--- src/rtl/rtv_pkg.sv ---
// Package for the time, alarm, window-timer and calibration block.
// Assumes one 200 MHz clock and a 16-bit register port with addresses below.
package rtv_pkg;

  // Register word addresses on the plain register port
  localparam logic [3:0] ADDR_YEAR       = 4'h0;
  localparam logic [3:0] ADDR_MONTH_DAY  = 4'h1;
  localparam logic [3:0] ADDR_WEEKDAY_CODE_HOUR  = 4'h2;
  localparam logic [3:0] ADDR_MIN_SEC    = 4'h3;
  localparam logic [3:0] ADDR_AL_MD      = 4'h4;
  localparam logic [3:0] ADDR_AL_WH      = 4'h5;
  localparam logic [3:0] ADDR_AL_MS      = 4'h6;
  localparam logic [3:0] ADDR_PWR_WIN    = 4'h7;
  localparam logic [3:0] ADDR_CFG_CAL    = 4'h8;
  localparam logic [3:0] ADDR_WIN_HIGH   = 4'h9;
  localparam logic [3:0] ADDR_WIN_LOW    = 4'ha;
  localparam logic [3:0] ADDR_PWR_CTRL   = 4'hb;

  // Implemented bits of each value word; the rest read zero
  localparam logic [15:0] MASK_YEAR      = 16'h00ff;
  localparam logic [15:0] MASK_MONTH_DAY = 16'h1f3f;
  localparam logic [15:0] MASK_WEEKDAY_CODE_HOUR = 16'h073f;
  localparam logic [15:0] MASK_MIN_SEC   = 16'h7f7f;

  // Configuration/calibration word bit positions
  localparam int CFG_TIMER_EN_BIT  = 15;
  localparam int CFG_WREN_BIT      = 13;
  localparam int CFG_HALF_BIT      = 11;
  localparam int CFG_PTR_LSB       = 8;
  // Power control word bit positions
  localparam int PWR_EN_BIT        = 15;
  localparam int PWR_STAB_DIV_BIT  = 13;
  localparam int PWR_SAMP_DIV_BIT  = 12;

  // Values after reset: 00-01-01, weekday 0, 00:00:00
  localparam logic [15:0] RST_YEAR       = 16'h0000;
  localparam logic [15:0] RST_MONTH_DAY  = 16'h0101;
  localparam logic [15:0] RST_ZERO       = 16'h0000;

  // Source clock ticks per second and the all-ones sample setting
  localparam int          TICKS_PER_SEC  = 32768;
  localparam logic [7:0]  SAMP_ALWAYS    = 8'hff;
  localparam logic [1:0]  PTR_MIN_SEC    = 2'h0;

  // Whole state of the block
  typedef struct packed {
    logic        src_meta;
    logic        src_sync;
    logic        src_prev;
    logic [15:0] year;
    logic [15:0] month_day;
    logic [15:0] weekday_code_hour;
    logic [15:0] min_sec;
    logic [15:0] al_md;
    logic [15:0] al_wh;
    logic [15:0] al_ms;
    logic [7:0]  stab_len;
    logic [7:0]  samp_len;
    logic        timer_en;
    logic        wren;
    logic [1:0]  ptr;
    logic [7:0]  cal;
    logic        pwc_en;
    logic        stab_div;
    logic        samp_div;
    logic [17:0] presc;
    logic        half;
    logic        div_tog;
    logic [7:0]  stab_cnt;
    logic [7:0]  samp_cnt;
    logic        stab_act;
    logic        samp_act;
    logic        sec_pulse;
    logic [15:0] rdata;
  } rtv_state_type;

endpackage : rtv_pkg
--- src/rtl/rtv_core.sv ---
// Time/date value registers, alarm value registers, power window timer
// and drift calibration. Assumes a source clock pin slower than ref_clk
// and alarm events arriving as one-cycle pulses on the ref_clk domain.
`timescale 1ns/1ps
`default_nettype none

// Summary of operation
// RULE1 - Year holds tens digit in 7-4, ones digit in 3-0.
// RULE2 - Month tens is bit 12, month ones in 11-8.
// RULE3 - Day tens in 5-4, day ones in 3-0.
// RULE4 - Weekday is bits 10-8, values 0 to 6.
// RULE5 - Hour tens in 5-4, hour ones in 3-0.
// RULE6 - Minute tens in 14-12, minute ones in 11-8.
// RULE7 - Second tens in 6-4, second ones in 3-0.
// RULE8 - Unused bits of value words read as zero.
// RULE9 - Year, month/day, weekday/hour, window timer writes need write enable.
// RULE10 - Alarm words share time layouts; alarm date writes need write enable.
// RULE11 - Stability length in 15-8 counts window clock periods.
// RULE12 - With power control on, alarm event starts stability window.
// RULE13 - Sample length in 7-0; all ones keeps sample window always open.
// RULE14 - Sample starts at stability end, or at alarm when stability zero.
// RULE15 - Signed calibration times four applied to timer each minute.
// RULE16 - Negative calibration removes pulses each minute; here a negative value adds pulses and a positive one removes them.
// RULE17 - Software writes calibration only at safe moments.
// RULE18 - Adjustment happens at seconds 00, 15, 30 and 45.
// RULE19 - Software derives calibration from measured frequency error.
// RULE20 - Calibration range is plus 508 to minus 512 pulses per minute.
// RULE21 - Window pointer decrements on high word access, stops at 00.
// RULE22 - Time value words locked unless write enable is set.
// RULE23 - Writing seconds clears the half second flag.
// RULE24 - Time advances once a second with BCD carries; weekday wraps.
// RULE25 - Window clock is source clock divided by one or two.
module rtv_core
  import rtv_pkg::*;
#(
  parameter int TICKS = TICKS_PER_SEC
)(
  // Clock and reset
  input  wire logic        ref_clk,
  input  wire logic        rst,
  // Real-time source clock pin
  input  wire logic        rtc_src_in,
  // Alarm event from the alarm logic, one cycle
  input  wire logic        alarm_event,
  // Register port
  input  wire logic [3:0]  addr,
  input  wire logic [15:0] wdata,
  input  wire logic        wr_stb,
  input  wire logic        rd_stb,
  output logic      [15:0] rdata,
  // Status to the surrounding logic
  output logic             value_write_enable,
  output logic             stab_window_active,
  output logic             samp_window_active,
  output logic             second_pulse
);

  localparam logic [17:0] TOP  = 18'(TICKS - 1);
  localparam logic [17:0] HALF = 18'(TICKS / 2);

  rtv_state_type q;
  rtv_state_type d;

  // BCD increment of a two-digit value
  function automatic logic [7:0] bcd_inc(input logic [7:0] v);
    logic [7:0] r;
    r = v;
    if (v[3:0] == 4'h9)
      r = {v[7:4] + 4'h1, 4'h0};
    else
      r[3:0] = v[3:0] + 4'h1;
    return r;
  endfunction : bcd_inc

  // Last day of a BCD month, leap years every fourth BCD year
  function automatic logic [7:0] last_day(input logic [7:0] mon,
                                          input logic [7:0] yr);
    logic leap;
    leap = yr[4] ? (yr[3:0] == 4'h2 || yr[3:0] == 4'h6)
                 : (yr[3:0] == 4'h0 || yr[3:0] == 4'h4 ||
                    yr[3:0] == 4'h8);
    case (mon)
      8'h02:   last_day = leap ? 8'h29 : 8'h28;
      8'h04,
      8'h06,
      8'h09,
      8'h11:   last_day = 8'h30;
      default: last_day = 8'h31;
    endcase
  endfunction : last_day

  // Word selected by the value window pointer
  function automatic logic [15:0] win_word(input rtv_state_type s);
    case (s.ptr)
      2'h0:    win_word = s.min_sec;
      2'h1:    win_word = s.weekday_code_hour;
      2'h2:    win_word = s.month_day;
      default: win_word = s.year;
    endcase
  endfunction : win_word

  // Next state of the whole block
  always_comb
  begin
    logic        src_tick;
    logic        sec_tick;
    logic        stab_tick;
    logic        samp_tick;
    logic        day_carry;
    logic [7:0]  s_sec;
    logic [7:0]  s_min;
    logic [7:0]  s_hr;
    logic [7:0]  s_day;
    logic [7:0]  s_mon;
    logic [7:0]  s_yr;
    logic [2:0]  s_wd;
    logic        wr;
    logic        wr_time;
    src_tick  = 1'b0;
    sec_tick  = 1'b0;
    stab_tick = 1'b0;
    samp_tick = 1'b0;
    day_carry = 1'b0;
    s_sec     = q.min_sec[7:0];
    s_min     = q.min_sec[15:8];
    s_hr      = q.weekday_code_hour[7:0];
    s_wd      = q.weekday_code_hour[10:8];
    s_day     = q.month_day[7:0];
    s_mon     = q.month_day[15:8];
    s_yr      = q.year[7:0];
    wr        = wr_stb;
    wr_time   = wr_stb & q.wren;                              // RULE22
    d         = q;

    // Two-flop synchroniser and rising edge of the source clock
    d.src_meta = rtc_src_in;
    d.src_sync = q.src_meta;
    d.src_prev = q.src_sync;
    src_tick   = q.src_sync & ~q.src_prev;

    // Prescaler to seconds, with calibration preload each quarter minute
    d.sec_pulse = 1'b0;
    if (q.timer_en && src_tick)
    begin
      if ($signed(q.presc) >= $signed(TOP))
      begin
        sec_tick    = 1'b1;
        d.sec_pulse = 1'b1;
        d.presc     = 18'h00000;
      end
      else
      begin
        d.presc = q.presc + 18'h00001;
      end
    end

    // BCD time advance with carries                             RULE24
    if (sec_tick)
    begin
      if (s_sec == 8'h59)
      begin
        s_sec = 8'h00;
        if (s_min == 8'h59)
        begin
          s_min = 8'h00;
          if (s_hr == 8'h23)
          begin
            s_hr      = 8'h00;
            day_carry = 1'b1;
          end
          else
            s_hr = bcd_inc(s_hr);
        end
        else
          s_min = bcd_inc(s_min);
      end
      else
        s_sec = bcd_inc(s_sec);
      if (day_carry)
      begin
        s_wd = (s_wd >= 3'h6) ? 3'h0 : s_wd + 3'h1;            // RULE4
        if (s_day == last_day(s_mon, s_yr))
        begin
          s_day = 8'h01;
          if (s_mon == 8'h12)
          begin
            s_mon = 8'h01;
            s_yr  = (s_yr == 8'h99) ? 8'h00 : bcd_inc(s_yr);
          end
          else
            s_mon = bcd_inc(s_mon);
        end
        else
          s_day = bcd_inc(s_day);
      end
      // Quarter-minute calibration: four per minute gives cal times four
      if (s_sec == 8'h00 || s_sec == 8'h15 ||
          s_sec == 8'h30 || s_sec == 8'h45)                     // RULE18
      begin
        d.presc = {{10{q.cal[7]}}, q.cal};          // RULE15 RULE16 RULE20
      end
      d.min_sec   = {s_min, s_sec} & MASK_MIN_SEC;              // RULE6 RULE7
      d.weekday_code_hour = {5'h00, s_wd, s_hr} & MASK_WEEKDAY_CODE_HOUR;       // RULE5
      d.month_day = {s_mon, s_day} & MASK_MONTH_DAY;            // RULE2 RULE3
      d.year      = {8'h00, s_yr} & MASK_YEAR;                  // RULE1
    end

    // Half second flag from the prescaler position
    d.half = $signed(d.presc) >= $signed(HALF);

    // Register writes; masks keep unused bits at zero             RULE8
    if (wr)
    begin
      case (addr)
        ADDR_YEAR:
          if (wr_time)
            d.year = wdata & MASK_YEAR;                         // RULE9 RULE1
        ADDR_MONTH_DAY:
          if (wr_time)
            d.month_day = wdata & MASK_MONTH_DAY;               // RULE9
        ADDR_WEEKDAY_CODE_HOUR:
          if (wr_time)
            d.weekday_code_hour = wdata & MASK_WEEKDAY_CODE_HOUR;               // RULE9
        ADDR_MIN_SEC:
          if (wr_time)
          begin
            d.min_sec = wdata & MASK_MIN_SEC;
            d.presc   = 18'h00000;                              // RULE23
            d.half    = 1'b0;                                   // RULE23
          end
        ADDR_AL_MD:
          if (q.wren)
            d.al_md = wdata & MASK_MONTH_DAY;                   // RULE10
        ADDR_AL_WH:
          if (q.wren)
            d.al_wh = wdata & MASK_WEEKDAY_CODE_HOUR;                   // RULE10
        ADDR_AL_MS:
          d.al_ms = wdata & MASK_MIN_SEC;                       // RULE10
        ADDR_PWR_WIN:
          if (q.wren)
          begin
            d.stab_len = wdata[15:8];                           // RULE9 RULE11
            d.samp_len = wdata[7:0];                            // RULE13
          end
        ADDR_CFG_CAL:
        begin
          if (q.wren)
            d.timer_en = wdata[CFG_TIMER_EN_BIT];
          d.wren = wdata[CFG_WREN_BIT];
          d.ptr  = wdata[CFG_PTR_LSB +: 2];
          d.cal  = wdata[7:0];
        end
        ADDR_WIN_HIGH,
        ADDR_WIN_LOW:
          if (wr_time)
          begin
            case (q.ptr)
              2'h0:
              begin
                d.min_sec = wdata & MASK_MIN_SEC;
                d.presc   = 18'h00000;                          // RULE23
                d.half    = 1'b0;
              end
              2'h1:    d.weekday_code_hour = wdata & MASK_WEEKDAY_CODE_HOUR;
              2'h2:    d.month_day = wdata & MASK_MONTH_DAY;
              default: d.year      = wdata & MASK_YEAR;
            endcase
          end
        ADDR_PWR_CTRL:
        begin
          d.pwc_en   = wdata[PWR_EN_BIT];
          d.stab_div = wdata[PWR_STAB_DIV_BIT];
          d.samp_div = wdata[PWR_SAMP_DIV_BIT];
        end
        default: ;
      endcase
    end

    // Window pointer steps down on any high-word access, stops at 00   RULE21
    if ((wr || rd_stb) && addr == ADDR_WIN_HIGH && q.ptr != PTR_MIN_SEC)
      d.ptr = q.ptr - 2'h1;

    // Read data stands in the cycle after the read strobe only
    d.rdata = 16'h0000;
    if (rd_stb)
    begin
      case (addr)
        ADDR_YEAR:      d.rdata = q.year;
        ADDR_MONTH_DAY: d.rdata = q.month_day;
        ADDR_WEEKDAY_CODE_HOUR: d.rdata = q.weekday_code_hour;
        ADDR_MIN_SEC:   d.rdata = q.min_sec;
        ADDR_AL_MD:     d.rdata = q.al_md;
        ADDR_AL_WH:     d.rdata = q.al_wh;
        ADDR_AL_MS:     d.rdata = q.al_ms;
        ADDR_PWR_WIN:   d.rdata = {q.stab_len, q.samp_len};
        ADDR_CFG_CAL:   d.rdata = {q.timer_en, 1'b0, q.wren, 1'b0, q.half,
                                   1'b0, q.ptr, q.cal};
        ADDR_WIN_HIGH,
        ADDR_WIN_LOW:   d.rdata = win_word(q);
        ADDR_PWR_CTRL:  d.rdata = {q.pwc_en, 1'b0, q.stab_div, q.samp_div,
                                   12'h000};
        default:        d.rdata = 16'h0000;
      endcase
    end

    // Window clock: source ticks divided by one or two           RULE25
    if (src_tick)
      d.div_tog = ~q.div_tog;
    stab_tick = src_tick & (~q.stab_div | q.div_tog);           // RULE25
    samp_tick = src_tick & (~q.samp_div | q.div_tog);           // RULE25

    // Stability window count-down, then hand over to the sample window
    if (q.stab_act && stab_tick)
    begin
      if (q.stab_cnt <= 8'h01)
      begin
        d.stab_act = 1'b0;
        d.stab_cnt = 8'h00;
        d.samp_cnt = q.samp_len;                                // RULE14
        d.samp_act = q.samp_len != 8'h00;
      end
      else
      begin
        d.stab_cnt = q.stab_cnt - 8'h01;                        // RULE11
      end
    end

    // Sample window count-down
    if (q.samp_act && samp_tick)
    begin
      if (q.samp_cnt <= 8'h01)
      begin
        d.samp_act = 1'b0;
        d.samp_cnt = 8'h00;
      end
      else
      begin
        d.samp_cnt = q.samp_cnt - 8'h01;                        // RULE13
      end
    end

    // Alarm event restarts the windows while power control is on
    if (alarm_event && q.pwc_en)
    begin
      if (q.stab_len != 8'h00)
      begin
        d.stab_act = 1'b1;                                      // RULE12
        d.stab_cnt = q.stab_len;                                // RULE11
        d.samp_act = 1'b0;
        d.samp_cnt = 8'h00;
      end
      else
      begin
        d.stab_act = 1'b0;
        d.samp_cnt = q.samp_len;                                // RULE14
        d.samp_act = q.samp_len != 8'h00;
      end
    end

    // Power control off stops the stability timer, and the sample timer unless its length is all ones
    if (!q.pwc_en)
    begin
      d.stab_act = 1'b0;
      d.samp_act = 1'b0;
    end

    // All-ones sample setting holds the sample window open
    if (d.samp_len == SAMP_ALWAYS)
      d.samp_act = 1'b1;                                        // RULE13
  end

  // State register with synchronous reset
  always_ff @(posedge ref_clk)
  begin
    if (rst)
    begin
      q           <= '0;
      q.year      <= RST_YEAR;
      q.month_day <= RST_MONTH_DAY;
      q.weekday_code_hour <= RST_ZERO;
      q.min_sec   <= RST_ZERO;
    end
    else
    begin
      q <= d;
    end
  end

  // Outputs straight from the state register
  assign rdata              = q.rdata;
  assign value_write_enable = q.wren;
  assign stab_window_active = q.stab_act;
  assign samp_window_active = q.samp_act;
  assign second_pulse       = q.sec_pulse;

endmodule : rtv_core

`default_nettype wire

--- config.mk ---
export PLATFORM = sky130hd
export DESIGN_NAME = rtv_core
export DESIGN_NICKNAME = d
export VERILOG_FILES = /design/src/rtl/rtv_pkg.sv /design/src/rtl/rtv_core.sv
export SDC_FILE = /design/constraint.sdc
export NUM_CORES = 1
export LEC_CHECK = 0
export BUFFER_PORTS_ARGS = -buffer_cell sky130_fd_sc_hd__buf_2
export CAP_MARGIN = 40
export CORE_ASPECT_RATIO = 1.5
export CORE_UTILIZATION = 39
export CTS_CLUSTER_DIAMETER = 60
export CTS_CLUSTER_SIZE = 8
export DETAILED_ROUTE_END_ITERATION = 8
export PLACE_DENSITY = 0.57
export SLEW_MARGIN = 0
export SYNTH_ARGS = -nofsm -noshare
export SYNTH_HDL_FRONTEND = slang
export SYNTH_SLANG_ARGS = --single-unit
--- constraint.sdc ---
create_clock -name ref_clk -period 3.7 [get_ports ref_clk]
set_clock_uncertainty 0.15 [all_clocks]
set_input_delay 0.37 -clock ref_clk [delete_from_list [all_inputs] [get_ports ref_clk]]
set_output_delay 0.37 -clock ref_clk [all_outputs]
set_load 0.03 [all_outputs]
==> metrics.md <==
| Metric | Value |
|---|---|
| Hold_buf cts | 1 |
| Mapped Cells | 1315 |
| Input/output buffers | 45 |
| Reg2Reg Depth | 8 |
| Busiest grt layer | met2 |
| Drt first pass iters | 9 |
| Root buffer cell | clkbuf_16 |
| Post-synth EDFFs | 0 |
| Setup violations, final | 0 |
| CP Launch Type | register |
| Sw Share | 24.6% |
| CTS tree | built |
| Post-DR vias/cell | 6.18 |
| GR Util met3 | 4.63% |
| Mapped Area | 10200 sq um |
| Filler instances | 2680 |
| RSZ-0062 raised after global routing | false |
| Reg2Reg Setup Slack | 0.52 ns |
| Starting Density | 39.7% |
| Top cells by area, synth | dfxtp_1 (37%), nand2_1 (7.8%), a21oi_1 (5.0%), clkbuf_1 (3.7%), nor2_1 (3.3%) |
| Latest clock arrival within the worst-skew pair | 0.46 ns |
| Register area share after synthesis | 36.6% |
| Fmax | 314 MHz |
| Detailed Place HPWL | 26800 um |
| CP endpoint kind | register |
| Core ar. | 25800 sq um |
| Clk buf depth | 2 |
| Die area | 26900 sq um |
| Slew HR | 43.7% |
| Internal | 3.12 mW |
| TNS Setup | 0 ns |
| R2R Path End | q[188]$_SDFF_PP0_ |
| Data required time at the worst endpoint | 3.95 ns |
| Flop pwr share | 49.4% |
| Min-Delay Path Class | primary input to register |
| Post-CTS sizing | 0 |
| Die height | 200 um |
| DRT Wirelength | 37300 um |
| Hold Violations, Final | 0 |
| Crit Path Max Fanout | 12 |
| Worst-path clk slew | 0.07 ns |
| Critical R2R Launch | q[135]$_SDFF_PP0_ |
| Pins Over Slew Limit | 0 |
| Post-DR wirelength/cell | 22.6 um |
| Max-cap violations | 0 |
| Fin crit period | 3.18 ns |
| Global-route wire length before repair | 57000 um |
| Crit path kind | register to register |
| Crit path DAT | 3.43 ns |
| Initial antenna violation count | 1 |
| # rows | 72 |
| Die W | 134 um |
| Most frequent cells in the layout | nand2_1 (211), dfxtp_1 (187), a21oi_1 (101), nor2_1 (89), nand3_1 (57) |
| Share of cells above drive strength 1 | 11.2% |
| M2 GR Usage | 47.1% |
| H-tree levels | 4 |
| Hold endpoint | q[85]$_SDFFE_PP0P_ |
| Global route overflow | 0 |
| Area grow syn2layout | 10.6% |
| Leakage | 3.84 nW |
| Leading area contributor after synthesis | dfxtp_1 |
| Predominant post-synthesis flop cell | dfxtp_1 |
| Peak VDD IR | 0.000363 V |
| CTS Buf Count | 17 |
| Synth Register Bits | 187 |
| Crit share post-route | 86.0% |
| Netlist cell types | 67 |
| Antenna-violating nets left | 0 |
| Largest net degree at the start of global routing | 55 |
| Number of global-route vias before repair | 9571 |
| Clock Power Share | 45.5% |
| PwrDens | 366 nW/um^2 |
| Sink Count | 187 |
| Detailed-route via count | 10.2k |
| Synth warn | 0 |
| Post-CTS Repair Setup Buffers | 0 |
| Hold wc startpoint | wdata[15] |
| Syn Nets | 1367 |
| Final #Nets | 1352 |
| Commonest non-fill, non-tap cell in the layout | nand2_1 |
| Layout Utilization | 43.9% |
| Gate power share | 5.1% |
| Ports | 46 |
| Net Switching | 1.02 mW |
| Run status | finished, final reports clean |
| Synth top area share | 36.6% |
| DRT iter0 DRCs | 1178 |
| Asr flop ratio synth | 0% |
| Met1 usage | 33.1% |
| Hold path depth | 3 |
| GP Congestion | 0.986 |
| Drt drc | 0 |
| Avg Inst Size Synth | 7.77 sq um |
| All-Layer GR Usage | 28.1% |
| Worst slew pin tran | 0.843 ns |
routing by layer:
metal | routed length, um | vias up
met5 | 10 | -
met4 | 2150 | 2
met3 | 2210 | 120
met2 | 18200 | 438
met1 | 14700 | 4877
li1 | - | 4743
flip-flops by register name, indices dropped and copies added (netlist names):
signal              flops
d                       2
q                     165
rdata                  16
samp_window_active      1
second_pulse            1
stab_window_active      1
value_write_enable      1
logic make-up (layout without fill, tap and decap cells):
family          count (synthesis)  after routing  synth area share, %
other cells                     0              1                    0
compound gates                334            334                 22.2
mux                             8              8                0.808
xor+xnor                       36             36                 3.09
simple gates                  577            577                 28.1
buf+inv                       147            144                 6.06
fa+ha+maj                      26             26                 3.18
flops                         187            187                 36.6
worst max-delay path by stage:
stage | start | endpoint | slack (ns)
floorplan | q[135]$_SDFF_PP0_ | q[44]$_SDFF_PP0_ | 0.70
global placement | q[135]$_SDFF_PP0_ | q[36]$_SDFF_PP0_ | 0.65
detailed placement | q[42]$_SDFF_PP0_ | q[182]$_SDFF_PP0_ | 0.58
CTS | q[135]$_SDFF_PP0_ | q[188]$_SDFF_PP0_ | 0.57
global route | q[42]$_SDFF_PP0_ | q[182]$_SDFF_PP0_ | 0.38
finish | q[135]$_SDFF_PP0_ | q[188]$_SDFF_PP0_ | 0.52
worst max-delay path, cell delays in order (launching register included):
cell and delay (ns):
dfxtp_1 0.41, inv_1 0.09, ha_1 0.15, and3b_1 0.43
nand4_1 0.32, a211o_1 0.42, or4_1 0.54, or4_1 0.51
nand3_1 0.10
cells in the mapped netlist, drive strengths merged, types with 6 or more instances:
cell type,number
a221oi,9
nor4b,8
a222oi,26
xor2,19
and2,28
clkbuf,103
or4,11
nor2b,9
nor3,34
nand2,211
or2,11
or3,10
xnor2,17
nand4b,6
nand3,57
o21ai,42
a311oi,15
and3,20
a211oi,12
nand4,17
o211ai,7
and3b,9
a22oi,43
a21oi,102
a31oi,27
nor2,89
nand2b,14
dfxtp,187
inv,23
buf,21
a22o,9
mux2i,6
ha,26
nor4,23
power by group through the flow:
stage | logic, mW | clock network, mW | registers (mW)
after CTS | 0.206 | 1.91 | 2.04
final | 0.209 | 1.89 | 2.05
after global placement | 0.204 | 0 | 2.09
after floorplan | 0.117 | 0 | 2.08
after detailed placement | 0.204 | 0 | 2.09
after global routing | 0.220 | 2.00 | 2.05
metrics by stage:
step	instance area (sq um)	cells	setup slack (ns)	total power [mW]	hold slack, ns
floorplan	10200	1315	0.697	2.20	0.264
global placement	10700	1612	0.647	2.30	0.281
detailed placement	10700	1613	0.577	2.30	0.282
CTS	11300	1645	0.571	4.16	0.0323
global route	11300	1645	0.385	4.27	0.0488
finish	11300	1646	0.518	4.14	0.0495
final cells by class:
type                       instances  area (sq um)  area share [%]
antenna                            1          2.50          0.0221
clock buffer                      21           470            4.16
clock inverter                    10           116            1.03
inverter                          23          86.3           0.764
multi-input combinational        981          5900            52.2
sequential                       187          3740            33.1
tap                              333           417            3.69
timing repair buffer              90           568            5.03
Power figures use the tool's default switching activity.
